### config.mk
export PLATFORM = sky130hd
export DESIGN_NAME = tpc_reg
export DESIGN_NICKNAME = d
export VERILOG_FILES = /design/src/tpc_pkg.sv /design/src/tpc_reg.sv
export SDC_FILE = /design/constraint.sdc
export NUM_CORES = 1
export LEC_CHECK = 0
export BUFFER_PORTS_ARGS = -buffer_cell sky130_fd_sc_hd__buf_2
export CAP_MARGIN = 0
export CORE_AREA = 2 2 57 59
export DETAILED_ROUTE_END_ITERATION = 8
export DIE_AREA = 0 0 59 61
export GPL_ROUTABILITY_DRIVEN = 0
export PLACE_DENSITY = 0.82
export SLEW_MARGIN = 10
export SYNTH_ARGS = -nofsm -noshare
export SYNTH_HDL_FRONTEND = slang
export SYNTH_SLANG_ARGS = --single-unit
### constraint.sdc
create_clock -name clk -period 5.2 [get_ports clk]
set_clock_uncertainty 0.2 [all_clocks]
set_input_delay 0.52 -clock clk [delete_from_list [all_inputs] [get_ports clk]]
set_output_delay 0.52 -clock clk [all_outputs]
set_load 0.02 [all_outputs]
### src/tpc_pkg.sv
/*
 * tpc_pkg: constants and carriers for the temperature profile control
 * register. Assumes a byte-wide register port behind a serial front end.
 */
package tpc_pkg;
    localparam logic [7:0] TPC_ADDR = 8'h0C;
    localparam logic [7:0] TPC_RESET_VALUE = 8'h75;
    localparam int COOL_MSB = 7;
    localparam int COOL_LSB = 6;
    localparam int WARM_MSB = 5;
    localparam int WARM_LSB = 4;
    localparam int LOWT_MSB = 3;
    localparam int LOWT_LSB = 2;
    localparam int UPT_MSB = 1;
    localparam int UPT_LSB = 0;
    localparam logic [1:0] SCALE_NONE = 2'h0;
    localparam logic [1:0] SCALE_FULL = 2'h3;
    // threshold ratios in hundredths of a percent of the reference
    localparam logic [13:0] LOWT_RATIO_0 = 14'h1BA3; // 70.75 percent
    localparam logic [13:0] LOWT_RATIO_1 = 14'h1AA9; // 68.25 percent
    localparam logic [13:0] LOWT_RATIO_2 = 14'h197D; // 65.25 percent
    localparam logic [13:0] LOWT_RATIO_3 = 14'h1851; // 62.25 percent
    localparam logic [13:0] UPT_RATIO_0 = 14'h12D9; // 48.25 percent
    localparam logic [13:0] UPT_RATIO_1 = 14'h117B; // 44.75 percent
    localparam logic [13:0] UPT_RATIO_2 = 14'h0FEB; // 40.75 percent
    localparam logic [13:0] UPT_RATIO_3 = 14'h0EBF; // 37.75 percent
    // current scale in percent of the fast charge setting
    localparam logic [6:0] PCT_0 = 7'h00; // no charge
    localparam logic [6:0] PCT_1 = 7'h14; // 20 percent
    localparam logic [6:0] PCT_2 = 7'h32; // 50 percent
    localparam logic [6:0] PCT_3 = 7'h64; // full current

    typedef enum logic [1:0] {
        TPC_NORMAL,
        TPC_RANGE_COOL,
        TPC_RANGE_WARM
    } tpc_range_t;

    typedef struct packed {
        logic [6:0] charge_pct;
        logic [13:0] lower_ratio;
        logic [13:0] upper_ratio;
        logic timer_double;
    } tpc_ctrl_t;
endpackage : tpc_pkg

### src/tpc_reg.sv
/*
 * tpc_reg: temperature profile control register with decoded outputs.
 * Assumes a serial front end delivers one-cycle write strobes and
 * samples read data combinationally from rd_data.
 */
`timescale 1ns/1ps
// Operation
// - an eight-bit read/write register at offset 0x0C resets to 0x75.
// - in the cool range the charge current is scaled by bits 7:6.
// - in the warm range the charge current is scaled by bits 5:4.
// - a full-current code in a range keeps the safety timer undoubled.
// - bits 3:2 select the lower temperature threshold ratio.
// - bits 1:0 select the upper temperature threshold ratio.
// - a register-reset request restores defaults and resets the timer.
// - watchdog expiry restores defaults and enters default mode.
module tpc_reg (
    input wire logic clk,
    input wire logic srst,
    input wire logic wr_en,
    input wire logic [7:0] addr,
    input wire logic [7:0] wr_data,
    output logic [7:0] rd_data,
    input wire logic reg_rst_req,
    input wire logic wdog_expire,
    input wire tpc_pkg::tpc_range_t temp_range,
    output tpc_pkg::tpc_ctrl_t ctrl,
    output logic safety_timer_rst,
    output logic wdog_fault
);
    import tpc_pkg::*;

    typedef struct packed {
        logic [7:0] cfg;
        tpc_ctrl_t ctrl;
        logic tmr_rst;
        logic fault;
    } tpc_state_t;

    tpc_state_t state_reg;
    tpc_state_t state_next;

    ////////////////////////////////////////////////////////////////////
    // decode helpers
    function automatic logic [6:0] tpc_pct(input logic [1:0] code);
        case (code)
            2'h0: tpc_pct = PCT_0;
            2'h1: tpc_pct = PCT_1;
            2'h2: tpc_pct = PCT_2;
            default: tpc_pct = PCT_3;
        endcase
    endfunction : tpc_pct

    function automatic tpc_ctrl_t tpc_decode(input logic [7:0] c,
                                             input tpc_range_t r);
        logic [1:0] sc;
        sc = SCALE_FULL;
        tpc_decode = '0;
        if (r == TPC_RANGE_COOL) begin
            sc = c[COOL_MSB:COOL_LSB];
        end else if (r == TPC_RANGE_WARM) begin
            sc = c[WARM_MSB:WARM_LSB];
        end
        tpc_decode.charge_pct = tpc_pct(sc);
        // timer doubles only for reduced, nonzero current in a range
        tpc_decode.timer_double = (r != TPC_NORMAL) && (sc != SCALE_FULL)
            && (sc != SCALE_NONE);
        case (c[LOWT_MSB:LOWT_LSB])
            2'h0: tpc_decode.lower_ratio = LOWT_RATIO_0;
            2'h1: tpc_decode.lower_ratio = LOWT_RATIO_1;
            2'h2: tpc_decode.lower_ratio = LOWT_RATIO_2;
            default: tpc_decode.lower_ratio = LOWT_RATIO_3;
        endcase
        case (c[UPT_MSB:UPT_LSB])
            2'h0: tpc_decode.upper_ratio = UPT_RATIO_0;
            2'h1: tpc_decode.upper_ratio = UPT_RATIO_1;
            2'h2: tpc_decode.upper_ratio = UPT_RATIO_2;
            default: tpc_decode.upper_ratio = UPT_RATIO_3;
        endcase
    endfunction : tpc_decode

    ////////////////////////////////////////////////////////////////////
    // next state
    always_comb begin
        state_next = state_reg;
        state_next.tmr_rst = 1'b0;
        if (reg_rst_req) begin
            state_next.cfg = TPC_RESET_VALUE;
            state_next.tmr_rst = 1'b1;
        end else if (wdog_expire) begin
            state_next.cfg = TPC_RESET_VALUE;
        end else if (wr_en && addr == TPC_ADDR) begin
            state_next.cfg = wr_data;
        end
        // fault set wins; a later host write returns to host mode
        if (wdog_expire) begin
            state_next.fault = 1'b1;
        end else if (wr_en) begin
            state_next.fault = 1'b0;
        end
        state_next.ctrl = tpc_decode(state_next.cfg, temp_range);
    end

    // state register
    always_ff @(posedge clk) begin
        if (srst) begin
            state_reg.cfg <= TPC_RESET_VALUE;
            // outputs show the decoded default while held in reset
            state_reg.ctrl <= tpc_decode(TPC_RESET_VALUE, TPC_NORMAL);
            state_reg.tmr_rst <= 1'b0;
            state_reg.fault <= 1'b0;
        end else begin
            state_reg <= state_next;
        end
    end

    ////////////////////////////////////////////////////////////////////
    // outputs
    assign rd_data = state_reg.cfg;
    assign ctrl = state_reg.ctrl;
    assign safety_timer_rst = state_reg.tmr_rst;
    assign wdog_fault = state_reg.fault;
endmodule : tpc_reg

==> results of run 1 <==
## flip-flops by register name, indices dropped and copies added (netlist names)
register / count
ctrl: 21
rd_data: 8
safety_timer_rst: 1
wdog_fault: 1
## cell families (layout without fill, tap and decap cells)
kind of cell	count (synthesis)	in the layout	share of synthesized area
flip-flops	31	31	0.444
buffers and inverters	21	70	0.0966
AND/OR/NAND/NOR	52	52	0.212
adder cells (fa/ha/maj)	15	15	0.134
multiplexers	8	8	0.0608
AO/OA/AOI/OAI	10	10	0.0474
other	2	10	0.00537
## synth_stat cells, drive strengths merged, types with 2 or more instances
cell	number	area [sq um]
a21oi	3	15.0
inv	4	15.0
clkbuf	2	7.51
nor2b	4	25.0
or3	3	18.8
nand2	9	33.8
ha	15	188
o22ai	2	12.5
or2	4	25.0
dfxtp	31	621
conb	2	7.51
nor2	16	62.6
and2	4	27.5
mux2i	7	70.1
nand2b	7	43.8
buf	15	113
## final cells by class
class                      count  share of cell area
multi-input combinational     95               0.398
tap                           33              0.0244
sequential                    31               0.367
timing repair buffer          58               0.172
clock inverter                 1             0.00296
clock buffer                   7              0.0266
inverter                       4             0.00888
## per-stage QoR
| stage | cells | cell area, sq um | hold WS, ps |
|---|---|---|---|
| after floorplan | 147 | 1430 | 380 |
| after global placement | 221 | 1640 | 262 |
| after detailed placement | 221 | 1640 | 280 |
| after CTS | 229 | 1690 | 215 |
| after global routing | 229 | 1690 | 230 |
| final | 229 | 1690 | 227 |
## cell usage in the layout (no fill, tap or decap), drive strengths merged, types with 2 or more instances in the layout
master / instances
or3: 3
conb: 10
nor2b: 4
buf: 58
nand2b: 7
or2: 4
nand2: 9
dfxtp: 31
mux2i: 7
o22ai: 2
ha: 15
clkbuf: 7
and2: 4
nor2: 16
a21oi: 3
inv: 4
## power breakdown
part / total (mW) / internal, mW / leakage (nW) / switching [mW]
sequential: 0.240 / 0.239 / 0.251 / 0.000531
combinational: 0.0346 / 0.0124 / 0.566 / 0.0222
clock: 0.128 / 0.0525 / 0.0293 / 0.0756
total: 0.403 / 0.304 / 0.846 / 0.0984
## worst reg2reg max path: stages, from the launching register on
cell and delay [ps]:
sky130_fd_sc_hd__dfxtp_1 380, sky130_fd_sc_hd__o22ai_1 110, sky130_fd_sc_hd__mux2_4 280, sky130_fd_sc_hd__and2_4 160
sky130_fd_sc_hd__ha_1 200, sky130_fd_sc_hd__or3_1 370
## worst paths after layout
kind	slack, ps	endpoint
max	3000	ctrl[34]$_SDFF_PP1_
min	230	rd_data[6]$_SDFF_PP1_
max reg2reg	3390	ctrl[34]$_SDFF_PP1_
min reg2reg	290	wdog_fault$_SDFFE_PP0P_
## layer usage
layer | global-route usage | share of wire
met5 | 0 | 0
met4 | 0.0779 | 0.011
met3 | 0.0405 | 0.086
met2 | 0.276 | 0.50
met1 | 0.141 | 0.40
==> results by group, run 1 <==
Global route
  – Number of antenna violations at the first check in global routing: 0
  – Overflow left after global routing: 0
  – Wire length of the first global-routing pass: around 3800 um
  – Number of global-route vias before repair: 958
  – Global Route Usage Sum: 0.145
  – Maximum number of pins on one net before global-route repair: 22

Critical path
  – Worst setup path startpoint: addr[4]
  – Kind of cell with the highest combined delay on the critical path: simple AND/OR/NAND/NOR gates
  – Data required time of the critical path: 5220 ps
  – Critical-path cell list: buf_2 -> and4bb_2 -> nand3_4 -> mux2_4 -> and2_4 -> ha_1 -> or3_1
  – Worst EP arrival: 2220 ps
  – Element type at the critical path end: flip-flop
  – Number of logic stages on the critical path including buffering: 7
  – Register-to-Register Path Depth: 5
  – Biggest fanout along the worst timing path: 8
  – Critical path buffer and inverter count: 1
  – Kind of start point of the critical path: primary input
  – Worst reg2reg path startpoint: rd_data[4]$_SDFF_PP1_
  – Max stage delay on crit path: 370 ps
  – Classification of the worst setup path: in -> reg
  – Cell with the largest stage delay on the worst path: sky130_fd_sc_hd__or3_1

Timing
  – Highest achievable clock rate: 0.455 GHz
  – Final setup violation count: 0
  – Post-route setup TNS: 0 ps
  – Total count of hold-check failures in the final report: 0
  – Final Max Tran Viols: 0
  – Worst setup margin: 3000 ps
  – Fraction of the cycle the final worst path needs: 0.423
  – Clock period minus worst slack: 2200 ps
  – RSZ-0062 raised after global routing: no

Detailed routing
  – Routed len/inst: between 10 and 15 um
  – Drt total wl: roughly 2400 um
  – Vias per cell: ~4.5
  – Antenna-violating nets left: 0
  – Number of design rule violations left after detail routing: 0
  – First-pass iteration count of the detailed router: 4
  – Total number of vias: 1,031
  – 1st-iter DRT viols: 10

Finish
  – Count of nets after finishing: around 230
  – Antenna cells: 0
  – Proportion of layout cells with a drive suffix above 1: 0.383
  – Fill cell instance count of the final layout: 275
  – Area added between synthesis and finish: 20.8%
  – Sequential Area: between 600 and 700 sq um
  – Final standard cell utilization of the core: 0.572
  – Area occupied by multi-input gates: roughly 670 sq um

Floorplanning
  – Area of the core: 2950 sq um
  – Row count: 20
  – Total Die Area: approximately 3600 sq um
  – Die span in y: 61 um
  – Die Wd: 59 um
  – Total I/O pin count: just under 70
  – Initial Util: 0.474

Power and ir drop
  – Leakage: 0.846 nW
  – Worst supply voltage drop on vdd: 99.9 uV
  – Overall power of the completed layout: 0.403 mW
  – Pwr/cell area: 238 nW/um^2

Placed design
  – Port Buffers: 58
  – Pre-CTS setup slack: 2660 ps
  – Hpwl dp: about 1900 um

Logic synthesis
  – EDFF count, synth: 0
  – Post-synthesis instance area: 1400 sq um
  – Fraction of the yosys area taken by sequential cells: 0.444
  – Syn Inst Count: 139
  – Share of synthesized registers carrying an async set or reset: 0
  – Primary FF master, synth: sky130_fd_sc_hd__dfxtp_1
  – Yosys Warn Count: 0
  – Mean instance size in the synthesized netlist: 10.1 sq um
  – Distinct cell type count of the synthesized netlist: 29
  – Total of flip-flops plus latches after synthesis: 31

CTS
  – Clock sink total: 31
  – Maximum level of the CTS H-tree: 2
  – CTS clock-pin slew for the worst setup and hold paths: ~90 ps
  – Root cell of the clock tree: sky130_fd_sc_hd__clkbuf_4
  – TritonCTS clock tree: built
  – Resized Gates After CTS: 0
  – # Post-CTS Setup Buffers: 0
  – Clock buffers created by TritonCTS: 5
  – Clock latency of the later-clocked register in the worst-skew pair: about 330 ps
  – Post-CTS Hold Buffers: 0
  – Longest Clk Path Bufs: 2

Outcome
  – Result of the run: finished clean

Min path
  – Number of cells traversed by the worst hold path: 3
  – Type of the worst min-delay path: in -> reg
  – Hold path startpoint: wr_data[6]

Job
  – Max-cap violations: 0
Note: power is estimated with default switching activity, not from simulation.
==> run 2: changes to the inputs <==
CORE_AREA = 2 2 63 65   (was 2 2 57 59)
DIE_AREA = 0 0 65 67   (was 0 0 59 61)
PLACE_DENSITY = 0.71   (was 0.82)
clock period = 1.8 ns   (was 5.2 ns; I/O delays follow)
==> run 2 against run 1 <==
The flow now finishes with violations (negative hold slack, negative setup slack). Sequential share of layout area down 5.3 points. Non-clock buffer count up 22. Critical path depth unchanged. Core utilization down 2.5 points. Register-to-register slack worse by 3300 ps. Design area up 17%. Final cell count up 15%. Sequential power rose to 2.9 times the previous value. Routed wire length up 8.9%. Combinational power rose to 3.5 times the previous value. Power rose to 3.2 times the previous value. Die area up 21%. Largest power group unchanged.
==> results by group, run 2 (synthesized netlist as in run 1, its figures left out) <==
Outcome
  – Result of the run: finished, violations left
  – Failing checks: negative hold slack, negative setup slack

Timing
  – Final setup violation count: 1 (+1)
  – Post-route setup TNS: -12.9 ps (-12.9 ps)
  – Clock period minus worst slack: around 1800 ps
  – Final Max Tran Viols: 0 (unchanged)
  – RSZ-0062 raised after global routing: yes
  – Total count of hold-check failures in the final report: 1 (+1)
  – Fraction of the cycle the final worst path needs: 1.01
  – Highest achievable clock rate: 0.552 GHz
  – Worst setup margin: -12.9 ps (-3010 ps)
  – Worst hold-check slack: -13.5 ps (-241 ps)

Floorplanning
  – Total Die Area: 4360 sq um (+21%)
  – Die span in y: 67 um (+9.8%)
  – Die Wd: 65 um (+10%)
  – Row count: 22 (+10%)
  – Area of the core: 3610 sq um (+22%)
  – Initial Util: 0.388 (-0.0858)
  – Total I/O pin count: 69 (unchanged)

Power and ir drop
  – Leakage: 0.965 nW (+14%)
  – Worst supply voltage drop on vdd: 223 uV (+120%)
  – Pwr/cell area: 651 nW/um^2 (+170%)

Critical path
  – Critical-path cell list: buf_6 -> and4bb_2 -> nand3_4 -> mux2_4 -> and2_4 -> ha_4 -> or3_1
  – Slack of the worst reg-to-reg path: 120 ps (-3270 ps)
  – Classification of the worst setup path: in -> reg
  – Biggest fanout along the worst timing path: 7 (-1)
  – Worst EP arrival: 1770 ps (-450 ps)
  – Cell with the largest stage delay on the worst path: sky130_fd_sc_hd__mux2_4
  – Reg-to-reg critical path endpoint: ctrl[34]$_SDFF_PP1_
  – Max stage delay on crit path: 350 ps (-20 ps)
  – Element type at the critical path end: flip-flop
  – Kind of start point of the critical path: primary input
  – Worst reg2reg path startpoint: rd_data[4]$_SDFF_PP1_
  – Data required time of the critical path: 1760 ps (-3460 ps)
  – Register-to-Register Path Depth: 5 (unchanged)

Global route
  – Number of global-route vias before repair: 1,031 (+7.6%)
  – Maximum number of pins on one net before global-route repair: 22 (unchanged)
  – Number of antenna violations at the first check in global routing: 0 (unchanged)
  – Global Route Usage Sum: 0.133 (-0.0115)
  – Wire length of the first global-routing pass: 4240 um (+12%)
  – Overflow left after global routing: 0 (unchanged)

Finish
  – Area added between synthesis and finish: 41.1%
  – Top reg by flops: ctrl
  – Most common cell after layout, fill and taps aside: sky130_fd_sc_hd__buf_2
  – Antenna cells: 0 (unchanged)
  – Number of flip-flops under the largest register name: 21 (unchanged)
  – Most used cells in the layout excluding fill and tap cells: sky130_fd_sc_hd__buf_2 (56), sky130_fd_sc_hd__dfxtp_1 (31), sky130_fd_sc_hd__buf_4 (18), sky130_fd_sc_hd__nor2_1 (15), sky130_fd_sc_hd__ha_1 (14)
  – Proportion of layout cells with a drive suffix above 1: 0.463 (+0.0803)
  – Final standard cell utilization of the core: 0.547 (-0.0253)
  – Cell area after layout: 1970 sq um (+17%)
  – Count of nets after finishing: 255 (+9.4%)

Placed design
  – Hpwl dp: 2090 um (+11%)
  – Total placed instance area: 1820 sq um (+11%)
  – Port Buffers: 58 (unchanged)

CTS
  – Maximum level of the CTS H-tree: 2 (unchanged)
  – Root cell of the clock tree: sky130_fd_sc_hd__clkbuf_8
  – Clock buffers created by TritonCTS: 5 (unchanged)
  – Longest Clk Path Bufs: 2 (unchanged)
  – Clock latency of the later-clocked register in the worst-skew pair: 270 ps (-60 ps)
  – TritonCTS clock tree: built
  – Clock sink total: 31 (unchanged)
  – CTS clock-pin slew for the worst setup and hold paths: 60 ps (-30 ps)

Min path
  – Number of cells traversed by the worst hold path: 3 (unchanged)
  – Hold path startpoint: temp_range[0]
  – Type of the worst min-delay path: in -> reg
  – Destination of the worst hold path: ctrl[0]$_SDFF_PP0_

Detailed routing
  – Number of design rule violations left after detail routing: 0 (unchanged)
  – 1st-iter DRT viols: 14 (+4)
  – Vias per cell: 4.25 (-5.6%)
  – First-pass iteration count of the detailed router: 4 (unchanged)
  – Antenna-violating nets left: 0 (unchanged)
  – Total number of vias: 1,122 (+8.8%)
  – Routed len/inst: 10.1 um (-5.6%)
  – Drt total wl: 2660 um (+8.9%)

Job
  – Max-cap violations: 0 (unchanged)
## run 2: cell count changes in the layout (fill, tap and decap cells not counted), sizes merged
cell / change
dlygate4sd3: +4
clkinv: -1
clkbuf: -1
buf: +18
## run 2: where the power goes
group / total (mW) / leakage [nW] / switching, mW / internal, mW
clock: 0.468 / 0.0371 / 0.212 / 0.256
sequential: 0.694 / 0.251 / 0.00152 / 0.693
combinational: 0.122 / 0.676 / 0.0686 / 0.0533
total: 1.28 / 0.965 / 0.282 / 1.00
## run 2: layer usage
layer	wire, um	up-vias	track usage
met2	1300	48	0.246
li1	-	575	-
met3	212	7	0.0490
met1	1080	492	0.128
met5	0	-	0
met4	66	0	0.0718
## run 2: worst max-delay path, delay by kind of cell
family / cells / cell delay (ps)
simple gates: 4 / 1000
mux: 1 / 350
fa+ha+maj: 1 / 150
buf+inv: 1 / 90
## run 2: how the worst max path moves through the flow
stage,cells after the start,to,start,slack (ps)
after global routing,7,ctrl[34]$_SDFF_PP1_,addr[4],-60
after CTS,9,ctrl[0]$_SDFF_PP0_,addr[7],3
after detailed placement,8,ctrl[0]$_SDFF_PP0_,addr[5],-380
after floorplan,7,ctrl[0]$_SDFF_PP0_,addr[5],-150
final,7,ctrl[34]$_SDFF_PP1_,addr[4],-10
after global placement,8,ctrl[0]$_SDFF_PP0_,addr[5],-310
## run 2: stage by stage
step / power [mW] / setup slack (ps) / std cells
floorplan: 0.786 / -151 / 147
global placement: 0.821 / -311 / 254
detailed placement: 0.821 / -379 / 254
CTS: 1.30 / 2.61 / 264
global route: 1.34 / -64.2 / 264
finish: 1.28 / -12.9 / 264
## run 2: layout make-up
class	count	area (sq um)
well taps	48	60.1
clock buffers	6	72.6
repair buffers	80	478
fillers	344	1630
flip-flops and latches	31	621
inverters	4	15.0
multi-input cells	95	727
## run 2: what timing repair did
item / in CTS / in global routing
buffers inserted: 1 / 0
hold endpoints to repair: 4 / 0
hold buffers: 4 / 0
endpoints found under the setup margin: 3 / 8
pin swaps: 2 / 1
gates resized for setup: 2 / 6
